### src/rtl/wrs_pkg.sv
/*
  Shared constants for the watchdog and reset supervisor: register map,
  field positions, reset values, default timing counts and state codes.
  Assumes a single 50 MHz clock domain and a 32-bit classic Wishbone bus.
*/
package wrs_pkg;

  // Register byte offsets
  localparam logic [7:0] OFS_CTRL   = 8'h00;
  localparam logic [7:0] OFS_STATUS = 8'h04;
  localparam logic [7:0] OFS_COUNT  = 8'h08;
  localparam logic [7:0] OFS_CAUSE  = 8'h0C;

  // Control fields
  localparam int CTRL_WINDOWED_BIT = 0;
  localparam int CTRL_FORCE_BIT    = 1;
  localparam logic [1:0] CTRL_RESET = 2'h0;

  // Status fields
  localparam int ST_RESET_LOW_BIT  = 0;
  localparam int ST_FAST_FAULT_BIT = 1;
  localparam int ST_SLOW_FAULT_BIT = 2;
  localparam int ST_WD_ENABLED_BIT = 3;
  localparam int ST_EXTENDED_BIT   = 4;

  // Cause fields
  localparam int CAUSE_UV_SUPPLY_BIT  = 0;
  localparam int CAUSE_UV_MONITOR_BIT = 1;
  localparam int CAUSE_MANUAL_BIT     = 2;

  // Default timing counts, in 20 ns clock cycles
  localparam int RESET_TIMEOUT_DEFAULT = 10000;
  localparam int BASIC_WD_DEFAULT      = 50000;
  localparam int SLOW_WINDOW_DEFAULT   = 400000;

  // Timing field widths and ratios
  localparam int CNT_W         = 32;
  localparam int EXTEND_SHIFT  = 7;
  localparam int RATIO8_SHIFT  = 3;
  localparam int RATIO16_SHIFT = 4;
  localparam int RATIO64_SHIFT = 6;

  // Synchronised pin bundle positions
  localparam int PIN_UV_SUPPLY  = 0;
  localparam int PIN_UV_MONITOR = 1;
  localparam int PIN_MANUAL_B   = 2;
  localparam int PIN_MODE_SEL   = 3;
  localparam int PIN_STRAP_A    = 4;
  localparam int PIN_STRAP_B    = 5;
  localparam int PIN_KICK       = 6;
  localparam int PIN_SWT_GND    = 7;
  localparam int PIN_W          = 8;
  localparam logic [7:0] PIN_IDLE = 8'h44;

  typedef enum logic [1:0] {
    WRS_HOLD    = 2'b00,
    WRS_TIMEOUT = 2'b01,
    WRS_RUN     = 2'b10
  } wrs_state_e;

endpackage

### src/rtl/wrs_supervisor.sv
/*
  Watchdog and reset supervisor: drives an active-low processor reset from
  undervoltage, manual reset and watchdog faults, with a single-timeout or
  a windowed watchdog selected by software over classic Wishbone.
  Assumes all pins are asynchronous and synchronised here; one 50 MHz clock.
*/
`timescale 1ns/1ps
`default_nettype none
// Overview of operation
// - Mode select low uses basic timeout; high multiplies it by 128.
// - In the single variant, any level change on mode select clears the watchdog timer.
// - Single variant clears timer on any kick transition or while reset.
// - Single variant disabled entirely when timing capacitor strap is grounded.
// - Windowed variant faults on kicks closer than fast or beyond slow limit.
// - Windowed timer idles during reset and counts only after release.
// - Windowed timer restarts on valid in-window falling kick; cleared in reset.
// - Windowed watchdog disabled when strap a high and strap b low.
// - Fast limit is slow limit divided by 8, 16 or 64 per straps.
// - Reset held low during undervoltage or while manual reset is low.
// - After all causes clear, reset stays low one timeout then releases.
// - Any watchdog fault gives a reset pulse of exactly the timeout.
// - Windowed variant ignores kick edges while reset is asserted.
// - In the windowed variant, any level change on either ratio strap clears the watchdog timer.
module wrs_supervisor #(
  parameter int RESET_TIMEOUT_CYCLES = wrs_pkg::RESET_TIMEOUT_DEFAULT,
  parameter int BASIC_WD_CYCLES      = wrs_pkg::BASIC_WD_DEFAULT,
  parameter int SLOW_WINDOW_CYCLES   = wrs_pkg::SLOW_WINDOW_DEFAULT
) (
  // Clock and reset
  input  wire logic        clk,
  input  wire logic        rst_b,
  // Wishbone slave
  input  wire logic        wb_cyc_i,
  input  wire logic        wb_stb_i,
  input  wire logic        wb_we_i,
  input  wire logic [7:0]  wb_adr_i,
  input  wire logic [3:0]  wb_sel_i,
  input  wire logic [31:0] wb_dat_i,
  output logic      [31:0] wb_dat_o,
  output logic             wb_ack_o,
  // Supply monitor and manual reset
  input  wire logic        undervoltage_supply,
  input  wire logic        undervoltage_monitor,
  input  wire logic        manual_reset_input_b,
  // Watchdog pins and straps
  input  wire logic        watchdog_mode_select,
  input  wire logic        window_ratio_strap_a,
  input  wire logic        window_ratio_strap_b,
  input  wire logic        watchdog_kick_input,
  input  wire logic        watchdog_timing_capacitor_gnd,
  // Processor reset
  output logic             reset_out_b
);

  localparam int CW = wrs_pkg::CNT_W;
  localparam logic [CW-1:0] RESET_LAST = CW'(RESET_TIMEOUT_CYCLES - 1);
  localparam logic [CW-1:0] BASIC_CNT  = CW'(BASIC_WD_CYCLES);
  localparam logic [CW-1:0] SLOW_LAST  = CW'(SLOW_WINDOW_CYCLES - 1);
  localparam logic [CW-1:0] SLOW_CNT   = CW'(SLOW_WINDOW_CYCLES);

  logic [wrs_pkg::PIN_W-1:0] pins_async;
  logic [wrs_pkg::PIN_W-1:0] pins;
  logic [wrs_pkg::PIN_W-1:0] pins_q;

  wrs_pkg::wrs_state_e state;
  wrs_pkg::wrs_state_e next_state;

  logic [CW-1:0] rst_count;
  logic [CW-1:0] wd_count;
  logic [CW-1:0] next_wd_count;
  logic [CW-1:0] wd_last;
  logic [CW-1:0] fast_cnt;

  logic          ctrl_windowed;
  logic          ctrl_force;
  logic          stat_fast;
  logic          stat_slow;

  logic          cause_any;
  logic          kick_fall;
  logic          kick_toggle;
  logic          cfg_change;
  logic          wd_enabled;
  logic          wd_counting;
  logic          fault_single;
  logic          fault_fast;
  logic          fault_slow;
  logic          fault_any;
  logic          wb_req;
  logic          wb_wr;
  logic          wb_wr_ctrl;
  logic          wb_wr_status;

  // Pin capture
  assign pins_async = {watchdog_timing_capacitor_gnd, watchdog_kick_input,
                       window_ratio_strap_b, window_ratio_strap_a,
                       watchdog_mode_select, manual_reset_input_b,
                       undervoltage_monitor, undervoltage_supply};

  wrs_sync #(
    .W    (wrs_pkg::PIN_W),
    .INIT (wrs_pkg::PIN_IDLE)
  ) u_sync (
    .clk       (clk),
    .rst_b     (rst_b),
    .pin_async (pins_async),
    .pin_sync  (pins)
  );

  // Pin edges arrive two cycles late through the synchroniser; the
  // timeouts are long enough that this skew is harmless
  // Previous synchronised levels, used for edge and change detection
  always_ff @(posedge clk or negedge rst_b) begin
    if (!rst_b) begin
      pins_q <= wrs_pkg::PIN_IDLE;
    end else begin
      pins_q <= pins;
    end
  end

  // Reset causes; a software force acts like a held manual reset
  assign cause_any = pins[wrs_pkg::PIN_UV_SUPPLY] | pins[wrs_pkg::PIN_UV_MONITOR]
                   | ~pins[wrs_pkg::PIN_MANUAL_B] | ctrl_force;

  // First kick after release is timed from zero, so a prompt kick
  // right after reset can already count as too early
  // Kick edges on the synchronised level only
  assign kick_fall   = pins_q[wrs_pkg::PIN_KICK] & ~pins[wrs_pkg::PIN_KICK];
  assign kick_toggle = pins_q[wrs_pkg::PIN_KICK] ^ pins[wrs_pkg::PIN_KICK];

  // Any configuration change of the active variant restarts the timing
  always_comb begin
    if (ctrl_windowed) begin
      cfg_change = (pins_q[wrs_pkg::PIN_STRAP_A] ^ pins[wrs_pkg::PIN_STRAP_A])
                 | (pins_q[wrs_pkg::PIN_STRAP_B] ^ pins[wrs_pkg::PIN_STRAP_B]);
    end else begin
      cfg_change = pins_q[wrs_pkg::PIN_MODE_SEL] ^ pins[wrs_pkg::PIN_MODE_SEL];
    end
  end

  // Watchdog enable per variant
  always_comb begin
    if (ctrl_windowed) begin
      wd_enabled = ~(pins[wrs_pkg::PIN_STRAP_A] & ~pins[wrs_pkg::PIN_STRAP_B]);
    end else begin
      wd_enabled = ~pins[wrs_pkg::PIN_SWT_GND];
    end
  end

  // Single-variant terminal count, normal or extended
  assign wd_last = pins[wrs_pkg::PIN_MODE_SEL]
                 ? (BASIC_CNT << wrs_pkg::EXTEND_SHIFT) - CW'(1)
                 : BASIC_CNT - CW'(1);

  // Fast window limit from the strap ratio
  always_comb begin
    unique case ({pins[wrs_pkg::PIN_STRAP_A], pins[wrs_pkg::PIN_STRAP_B]})
      2'b00: fast_cnt = SLOW_CNT >> wrs_pkg::RATIO8_SHIFT;
      2'b01: fast_cnt = SLOW_CNT >> wrs_pkg::RATIO16_SHIFT;
      2'b11: fast_cnt = SLOW_CNT >> wrs_pkg::RATIO64_SHIFT;
      // Disabled code; no fault is ever raised through it
      2'b10: fast_cnt = '0;
    endcase
  end

  // Timer only runs with reset released, so kicks in reset are ignored
  assign wd_counting = (state == wrs_pkg::WRS_RUN) & wd_enabled;

  // Missed kick: the processor owes an edge before the count expires
  assign fault_single = wd_counting & ~ctrl_windowed & ~cfg_change
                      & ~kick_toggle & (wd_count == wd_last);
  assign fault_fast   = wd_counting & ctrl_windowed & ~cfg_change
                      & kick_fall & (wd_count < fast_cnt);
  assign fault_slow   = wd_counting & ctrl_windowed & ~cfg_change
                      & ~kick_fall & (wd_count == SLOW_LAST);
  assign fault_any    = fault_single | fault_fast | fault_slow;

  // Watchdog timer next value
  always_comb begin
    next_wd_count = wd_count + CW'(1);
    if (!wd_counting) begin
      next_wd_count = '0;
    end else if (cfg_change) begin
      next_wd_count = '0;
    end else if (fault_any) begin
      next_wd_count = '0;
    end else if (!ctrl_windowed && kick_toggle) begin
      next_wd_count = '0;
    end else if (ctrl_windowed && kick_fall) begin
      next_wd_count = '0;
    end
  end

  // Watchdog timer
  always_ff @(posedge clk or negedge rst_b) begin
    if (!rst_b) begin
      wd_count <= '0;
    end else begin
      wd_count <= next_wd_count;
    end
  end

  // Reset output sequencer
  always_comb begin
    next_state = state;
    unique case (state)
      wrs_pkg::WRS_HOLD: begin
        if (!cause_any) begin
          next_state = wrs_pkg::WRS_TIMEOUT;
        end
      end
      wrs_pkg::WRS_TIMEOUT: begin
        if (cause_any) begin
          next_state = wrs_pkg::WRS_HOLD;
        end else if (rst_count == RESET_LAST) begin
          next_state = wrs_pkg::WRS_RUN;
        end
      end
      wrs_pkg::WRS_RUN: begin
        if (cause_any) begin
          next_state = wrs_pkg::WRS_HOLD;
        end else if (fault_any) begin
          next_state = wrs_pkg::WRS_TIMEOUT;
        end
      end
      default: begin
        next_state = wrs_pkg::WRS_HOLD;
      end
    endcase
  end

  // Sequencer state
  always_ff @(posedge clk or negedge rst_b) begin
    if (!rst_b) begin
      state <= wrs_pkg::WRS_HOLD;
    end else begin
      state <= next_state;
    end
  end

  // Timeout counter restarts on every entry into the timeout state
  always_ff @(posedge clk or negedge rst_b) begin
    if (!rst_b) begin
      rst_count <= '0;
    end else if (state != wrs_pkg::WRS_TIMEOUT) begin
      rst_count <= '0;
    end else begin
      rst_count <= rst_count + CW'(1);
    end
  end

  // Registered so the pin never glitches on decode
  // Taken from next_state so the pin rises on the edge the run state starts
  always_ff @(posedge clk or negedge rst_b) begin
    if (!rst_b) begin
      reset_out_b <= 1'b0;
    end else begin
      reset_out_b <= (next_state == wrs_pkg::WRS_RUN);
    end
  end

  // Wishbone: one wait state, ack drops the cycle after it is given
  assign wb_req       = wb_cyc_i & wb_stb_i & ~wb_ack_o;
  // Writes land on the edge where the master sees ack, not when taken,
  // so a master that gives up before ack leaves no trace
  assign wb_wr        = wb_cyc_i & wb_stb_i & wb_ack_o & wb_we_i & wb_sel_i[0];
  assign wb_wr_ctrl   = wb_wr & (wb_adr_i == wrs_pkg::OFS_CTRL);
  assign wb_wr_status = wb_wr & (wb_adr_i == wrs_pkg::OFS_STATUS);

  always_ff @(posedge clk or negedge rst_b) begin
    if (!rst_b) begin
      wb_ack_o <= 1'b0;
    end else begin
      wb_ack_o <= wb_req;
    end
  end

  // Control register; a variant change is not a configuration change and keeps the timer
  always_ff @(posedge clk or negedge rst_b) begin
    if (!rst_b) begin
      ctrl_windowed <= wrs_pkg::CTRL_RESET[wrs_pkg::CTRL_WINDOWED_BIT];
      ctrl_force    <= wrs_pkg::CTRL_RESET[wrs_pkg::CTRL_FORCE_BIT];
    end else if (wb_wr_ctrl) begin
      ctrl_windowed <= wb_dat_i[wrs_pkg::CTRL_WINDOWED_BIT];
      ctrl_force    <= wb_dat_i[wrs_pkg::CTRL_FORCE_BIT];
    end
  end

  // Sticky fast fault, write one to clear; a new fault wins over the clear
  always_ff @(posedge clk or negedge rst_b) begin
    if (!rst_b) begin
      stat_fast <= 1'b0;
    end else if (fault_fast) begin
      stat_fast <= 1'b1;
    end else if (wb_wr_status && wb_dat_i[wrs_pkg::ST_FAST_FAULT_BIT]) begin
      stat_fast <= 1'b0;
    end
  end

  // Sticky slow fault; a single-variant missed kick lands here as well
  always_ff @(posedge clk or negedge rst_b) begin
    if (!rst_b) begin
      stat_slow <= 1'b0;
    end else if (fault_slow | fault_single) begin
      stat_slow <= 1'b1;
    end else if (wb_wr_status && wb_dat_i[wrs_pkg::ST_SLOW_FAULT_BIT]) begin
      stat_slow <= 1'b0;
    end
  end

  // Read data, zero for unmapped offsets
  always_ff @(posedge clk or negedge rst_b) begin
    if (!rst_b) begin
      wb_dat_o <= '0;
    end else if (wb_req) begin
      wb_dat_o <= '0;
      unique case (wb_adr_i)
        wrs_pkg::OFS_CTRL: begin
          wb_dat_o[wrs_pkg::CTRL_WINDOWED_BIT] <= ctrl_windowed;
          wb_dat_o[wrs_pkg::CTRL_FORCE_BIT]    <= ctrl_force;
        end
        wrs_pkg::OFS_STATUS: begin
          wb_dat_o[wrs_pkg::ST_RESET_LOW_BIT]  <= ~reset_out_b;
          wb_dat_o[wrs_pkg::ST_FAST_FAULT_BIT] <= stat_fast;
          wb_dat_o[wrs_pkg::ST_SLOW_FAULT_BIT] <= stat_slow;
          wb_dat_o[wrs_pkg::ST_WD_ENABLED_BIT] <= wd_enabled;
          wb_dat_o[wrs_pkg::ST_EXTENDED_BIT]   <= pins[wrs_pkg::PIN_MODE_SEL];
        end
        wrs_pkg::OFS_COUNT: begin
          wb_dat_o <= wd_count;
        end
        wrs_pkg::OFS_CAUSE: begin
          wb_dat_o[wrs_pkg::CAUSE_UV_SUPPLY_BIT]  <= pins[wrs_pkg::PIN_UV_SUPPLY];
          wb_dat_o[wrs_pkg::CAUSE_UV_MONITOR_BIT] <= pins[wrs_pkg::PIN_UV_MONITOR];
          wb_dat_o[wrs_pkg::CAUSE_MANUAL_BIT]     <= ~pins[wrs_pkg::PIN_MANUAL_B];
        end
        default: begin
          wb_dat_o <= '0;
        end
      endcase
    end
  end

endmodule
`default_nettype wire

### src/rtl/wrs_sync.sv
/*
  Two-flop synchroniser for a bundle of asynchronous pin levels.
  Assumes each bit is a slow level; no bit relation is kept across bits.
*/
`timescale 1ns/1ps
`default_nettype none
module wrs_sync #(
  parameter int         W    = 8,
  parameter logic [W-1:0] INIT = '0
) (
  // Clock and reset
  input  wire logic         clk,
  input  wire logic         rst_b,
  // Levels
  input  wire logic [W-1:0] pin_async,
  output logic      [W-1:0] pin_sync
);

  logic [W-1:0] stage1;

  always_ff @(posedge clk or negedge rst_b) begin
    if (!rst_b) begin
      stage1   <= INIT;
      pin_sync <= INIT;
    end else begin
      stage1   <= pin_async;
      pin_sync <= stage1;
    end
  end

endmodule
`default_nettype wire

### config.mk
export PLATFORM = sky130hd
export DESIGN_NAME = wrs_supervisor
export DESIGN_NICKNAME = d
export VERILOG_FILES = /design/src/rtl/wrs_pkg.sv /design/src/rtl/wrs_supervisor.sv /design/src/rtl/wrs_sync.sv
export SDC_FILE = /design/constraint.sdc
export NUM_CORES = 1
export LEC_CHECK = 0
export ABC_AREA = 1
export BUFFER_PORTS_ARGS = -buffer_cell sky130_fd_sc_hd__buf_2
export CAP_MARGIN = 15
export CORE_MARGIN = 1.5
export CORE_UTILIZATION = 50
export DETAILED_ROUTE_END_ITERATION = 10
export PLACE_DENSITY = 0.73
export SLEW_MARGIN = 40
export SYNTH_ARGS = -nofsm -noshare
export SYNTH_HDL_FRONTEND = slang
export SYNTH_SLANG_ARGS = --single-unit
### constraint.sdc
create_clock -name clk -period 3.85 [get_ports clk]
set_input_delay 0.385 -clock clk [delete_from_list [all_inputs] [get_ports clk]]
set_output_delay 0.385 -clock clk [all_outputs]
set_load 0.02 [all_outputs]
==> impl_metrics.yaml, run 1 <==
yosys:
  synth_cell_types: 35
  yosysWarnings: 0
  seq_area_frac_synth_pct: 46.5
  syn-mean-instance-area_um2: 7.90
  syn-cell-area_mm2: 0.00669
  netlist_instances: 847
  syn-num-nets: 924
  ys_seq_elements: 124
clock_tree:
  insertion_delay_ns: 0.42
  clock-root-buffer: "clkbuf_16"
  cts_tree: "yes"
  cts_resized: 0
  cts_buffer_depth: 2
  numCtsBuffers: 17
  cts_num_sinks: 124
  postCtsHoldBufs: 0
  ctsHtreeMaxLevel: 4
  postCtsSetupRepairBufs: 0
  cts.clk_slew.worst_paths_ns: 0.05
setup_path:
  critPathLaunchType: "flip-flop"
  cp.required_ns: 4.19
  cp-end-kind: "flip-flop"
  r2r-end: "wd_count[10]$_DFF_PN0_"
  reg2reg_slack_ns: 1.28
  path_max_fanout: 28
  arrival_ns: 2.91
  r2r_cells: 13
  critPathKind: "flip-flop to flip-flop"
  timing.rr.start: "u_sync.pin_sync[4]$_DFF_PN0_"
routing:
  dr.pass1.iters: 5
  drt-initial-drc-count: 341
  routed_wl_um: 15500
  drc: 0
  postRouteAntennaNets: 0
  avgRoutedWirePerCell_um: 14.1
  avgViaCountPerCell: 5.19
  vias: 5714
global_routing:
  grt_max_degree: 80
  overflow: 0
  gr-usage-all-layers_pct: 23.7
  grt_pass1_wl_um: 26200
  antenna_found_initial: 0
  grt_pass1_vias: 5509
sta:
  hold_viol: 8
  final-setup-viol-count: 0
  holdWs_ns: -0.0168
  worstMarginPinSlew_ns: 0.736
  slew_viol_final: 0
  fin_ws_ns: 1.28
  fin_crit_sh_pct: 66.9
  finalSetupTns_ns: 0
  max_slew_margin_pct: 50.9
  finalClockSkew_ns: 0.00748
  fin_crit_ns: 2.57
  rsz0062_at_grt: "false"
  clock.fmax_mhz: 388
cells_and_area:
  area_growth_pct: 17.1
  drive_above_1_share_pct: 15.0
  antennaDiodeCount: 0
  final_core_util_pct: 59.6
  final_area_mm2: 0.00783
  layout.nets: 989
  fillers: 1186
  fin_cells: 1101
die:
  die_x_um: 119
  coreArea_mm2: 0.0131
  pin_count: 91
  initial_utilization_pct: 50.9
  fp.dieArea_mm2: 0.0141
  rows: 42
  die_y_um: 119
run_status:
  status: "complete, but fails checks"
  violations: "negative hold slack"
place:
  dp_cells: 1069
  place_congestion: 0.932
  dp_hpwl_um: 11500
  placed_area_mm2: 0.00715
  portBuffers: 58
  dp_slack_ns: 1.24
pwr:
  vdd_drop_max_uv: 280
  p_sw_share_pct: 20.9
  p_leak_nw: 3.41
  total_power_mw: 3.26
  powerDensity_mw_per_mm2: 416
  combinationalPowerShare_pct: 3.1
  power_frac_clock_pct: 56.2
  p_seq_share_pct: 40.7
  p_switching_mw: 0.680
  p_int_mw: 2.58
worst_hold_path:
  hold_path_class: "primary input to async pin"
run:
  maxCapViolations: 0
==> power groups by stage <==
stage	combinational [mW]	clock (mW)	sequential, mW
2_1_floorplan	0.0481	0	1.35
3_3_place_gp	0.102	0	1.35
3_5_place_dp	0.104	0	1.35
4_1_cts	0.105	1.85	1.33
5_1_grt	0.118	1.92	1.33
6_report	0.102	1.83	1.33
==> state kept, by name (all words and copies together) (netlist names) <==
register and cells:
u_sync.pin_sync 8, stat_slow 1, rst_count 32, pins_q 4
ctrl_windowed 1, wb_ack_o 1, ctrl_force 1, reset_out_b 1
u_sync.stage1 8, state 2, wd_count 32, stat_fast 1
wb_dat_o 32
==> cell families after synthesis <==
kind of cell               share of synthesized area [%]
buffers and inverters                               6.06
and+or+nand+nor                                     32.2
xor gates and xnor gates                            5.76
DFF                                                 46.5
muxes                                              0.168
adders and majority gates                           3.74
AOI/OAI and AO/OA                                   5.59
==> area by class of cell <==
class                   count  area (µm²)  share of cell area (%)
flip-flops and latches    124        3110                    39.7
multi-input cells         624        3180                    40.6
clock buffers              18         439                    5.61
repair buffers             60         324                    4.14
inverters                  85         319                    4.08
clock inverters            14         241                    3.08
well taps                 176         220                    2.81
==> synthesized netlist by cell type <==
library cell  instances  area share, %
nand4_1              17            1.6
nor3b_1               2           0.22
nand3_4               1           0.26
inv_1                81            4.5
o21ai_0              14            1.0
nor2_4                3           0.51
nor4_1                5           0.47
xor2_1               34            4.5
and3_1                1          0.094
inv_2                 4           0.22
clkbuf_1             11           0.62
a21oi_1              15            1.1
o22ai_1               2           0.19
nor3_1               30            2.2
nand2_2               3           0.28
nand3_2               1           0.15
buf_12                2           0.60
dfstp_2               5            2.0
and2_1                1          0.094
or2_2                 2           0.19
nand2_1             227             13
a31oi_1               1          0.094
ha_1                 20            3.7
nor2_1              145            8.1
o21a_1                2           0.22
xnor2_1              10            1.3
dfrtp_1             119             45
mux2_2                1           0.17
nand3_1              34            2.5
nor2_2               24            2.2
nor3_2                2           0.30
nand3b_1              1           0.11
buf_2                 1          0.075
o31ai_1              25            2.8
a21o_1                1           0.11
==> worst max-delay path by stage <==
stage,cells after the start,slack [ns],start,end
after floorplan,14,1.73,u_sync.pin_sync[4]$_DFF_PN0_,wd_count[11]$_DFF_PN0_
after global placement,13,1.31,u_sync.pin_sync[4]$_DFF_PN0_,wd_count[4]$_DFF_PN0_
after detailed placement,13,1.24,u_sync.pin_sync[4]$_DFF_PN0_,wd_count[5]$_DFF_PN0_
after CTS,13,1.21,u_sync.pin_sync[4]$_DFF_PN0_,wd_count[10]$_DFF_PN0_
after global routing,13,0.96,u_sync.pin_sync[4]$_DFF_PN0_,wd_count[5]$_DFF_PN0_
final,13,1.28,u_sync.pin_sync[4]$_DFF_PN0_,wd_count[10]$_DFF_PN0_
==> cell usage in the layout (no fill, tap or decap), drive strengths merged, types with 14 or more instances in the layout <==
master / instances
o31ai: 25
nand2: 230
o21ai: 14
xor2: 34
clkbuf: 18
ha: 20
nand3: 36
nand4: 17
nor3: 32
buf: 60
nor2: 172
inv: 86
dfrtp: 119
a21oi: 15
==> worst max-delay path: stages, from the launching register on <==
cell and delay, ns:
dfrtp_1 0.50, inv_2 0.08, ha_1 0.19, inv_1 0.12, o21ai_0 0.16, ha_1 0.33, inv_1 0.04, nor2_1 0.09
nand3_1 0.08, nand2_1 0.07, nand2_1 0.06, nand3_2 0.13, nand3_4 0.39, nor2_2 0.22
==> layer usage <==
layer / track usage, % / part of all wire, % / vias to the layer above / routed length [µm]
met5: 0 / 0 / - / 0
met4: 13.0 / 4.4 / 0 / 685
met3: 4.73 / 4.5 / 46 / 691
met2: 38.7 / 48 / 158 / 7420
met1: 29.6 / 43 / 2680 / 6700
li1: - / - / 2830 / -
No activity file was read; power rests on OpenSTA's default activity.
==> run 2, diff against run 1 <==
==> constraint.sdc (replaced) <==
create_clock -name clk -period 2.4 [get_ports clk]
set_input_delay 0.24 -clock clk [delete_from_list [all_inputs] [get_ports clk]]
set_output_delay 0.24 -clock clk [all_outputs]
set_load 0.02 [all_outputs]
==> run 2 against run 1 <==
Against the previous run: the run now ends clean; final area rose by 1.6%; critical path type unchanged; fmax rose by 16%; die area did not move.
==> impl_metrics.yaml, run 2 (synthesis gave the netlist of run 1 again) <==
run_status:
  status: "finished clean"
sta:
  fin_ws_ns: 0.178
  fin_crit_ns: 2.22
  clock.fmax_mhz: 450
  slew_viol_final: 0
  max_slew_margin_pct: 64.3
  finalSetupTns_ns: 0
  worstMarginPinSlew_ns: 0.536
  rsz0062_at_grt: "false"
  final-setup-viol-count: 0
  finalClockSkew_ns: 0.00724
  holdWs_ns: 0.0896
  hold_viol: 0
  fin_crit_sh_pct: 92.6
routing:
  postRouteAntennaNets: 0
  vias: 5722
  drt-initial-drc-count: 327
  drc: 0
  dr.pass1.iters: 5
  routed_wl_um: 16100
  avgRoutedWirePerCell_um: 14.4
  avgViaCountPerCell: 5.11
cells_and_area:
  layout.nets: 1007
  mostFrequentLayoutCells: "227 x nand2_1, 145 x nor2_1, 118 x dfrtp_1"
  mostFrequentLayoutCell: "nand2_1"
  drive_above_1_share_pct: 15.7
  antennaDiodeCount: 0
  fillers: 1178
  area_growth_pct: 19.0
  fin_cells: 1119
  reg_top3: "rst_count x32, wb_dat_o x32, wd_count x32"
worst_hold_path:
  hold_path_class: "primary input to flip-flop"
clock_tree:
  cts_buffer_depth: 2
  cts_num_sinks: 124
  insertion_delay_ns: 0.42
  ctsHtreeMaxLevel: 4
  clock-root-buffer: "clkbuf_16"
  numCtsBuffers: 17
  cts.clk_slew.worst_paths_ns: 0.05
  cts_tree: "yes"
global_routing:
  gr-usage-met1_pct: 30.1
  gr-usage-all-layers_pct: 24.7
  met2_usage_pct: 41.6
  use_met3_pct: 5.26
  grt_pass1_vias: 5685
  overflow: 0
  grt_pass1_wl_um: 27200
  antenna_found_initial: 0
  grt_max_degree: 58
  busiest_layer: "met2"
place:
  dp_hpwl_um: 11800
  dp_cells: 1076
  place_congestion: 0.948
  dp_slack_ns: 0.0306
  portBuffers: 58
die:
  coreArea_mm2: 0.0131
  rows: 42
  fp.dieArea_mm2: 0.0141
  die_y_um: 119
  initial_utilization_pct: 50.9
  die_x_um: 119
  pin_count: 91
setup_path:
  cp-end-kind: "flip-flop"
  cp.required_ns: 2.70
  r2r_cells: 12
  reg2reg_slack_ns: 0.18
  critPathKind: "flip-flop to flip-flop"
  endpoint: "wd_count[31]$_DFF_PN0_"
  timing.rr.start: "u_sync.pin_sync[4]$_DFF_PN0_"
  r2r-end: "wd_count[31]$_DFF_PN0_"
  critPathLaunchType: "flip-flop"
  arrival_ns: 2.53
  crit_path_start: "u_sync.pin_sync[4]$_DFF_PN0_"
  path_max_fanout: 14
pwr:
  powerDensity_mw_per_mm2: 611
  vdd_drop_max_uv: 551
  total_power_mw: 4.86
  p_leak_nw: 3.48
run:
  maxCapViolations: 0
run 2: critical path, stage by stage (launching register included):
cell and delay, ns:
dfrtp_1 0.40, buf_4 0.15, ha_1 0.19, o21ai_2 0.20, ha_1 0.26, o21a_1 0.17
nand3_1 0.06, nand2_1 0.06, nand2_1 0.10, nand3_4 0.11, nand3_4 0.16, buf_12 0.17
nor2_1 0.05
run 2: worst min-delay path by stage:
stage / end / cells after the start / slack, ns / from
floorplan: ctrl_force$_DFFE_PN0P_ / 0 / -0.06 / rst_b
global placement: wb_dat_o[15]$_DFFE_PN0P_ / 1 / 0.25 / rst_b
detailed placement: wb_dat_o[15]$_DFFE_PN0P_ / 1 / 0.25 / rst_b
CTS: ctrl_force$_DFFE_PN0P_ / 2 / 0.08 / wb_dat_i[1]
global route: ctrl_force$_DFFE_PN0P_ / 2 / 0.09 / wb_dat_i[1]
finish: ctrl_force$_DFFE_PN0P_ / 2 / 0.09 / wb_dat_i[1]
run 2: metrics by stage:
step	area, µm²	util, %
after floorplan	6690	-
after global placement	7230	55.0
after detailed placement	7230	55.0
after CTS	7910	60.2
after global routing	7960	60.6
final	7960	60.6
run 2: routing by layer:
| metal | share of wire, % | vias up |
|---|---|---|
| li1 | - | 2884 |
| met1 | 43 | 2660 |
| met2 | 49 | 139 |
| met3 | 4.3 | 39 |
| met4 | 3.5 | 0 |
| met5 | 0 | - |
run 2: final cells by class:
type                    instances  area (µm²)  area share [%]
clock inverters                 6        82.6            1.04
well taps                     176         220            2.77
repair buffers                 78         515            6.48
inverters                      85         319            4.01
flip-flops and latches        124        3110            39.1
clock buffers                  26         509            6.40
multi-input cells             624        3200            40.2
run 2: power breakdown:
group          switching (mW)  internal, mW
combinational           0.126        0.0659
clock                   0.881          1.66
sequential             0.0136          2.12
run 2: repair_timing:
action / CTS / global route
gates resized for setup: 0 / 7
setup endpoints to repair: 0 / 30
endpoints found under the hold margin: 43 / 0
setup buffers: 0 / 2
hold buffers: 9 / 0
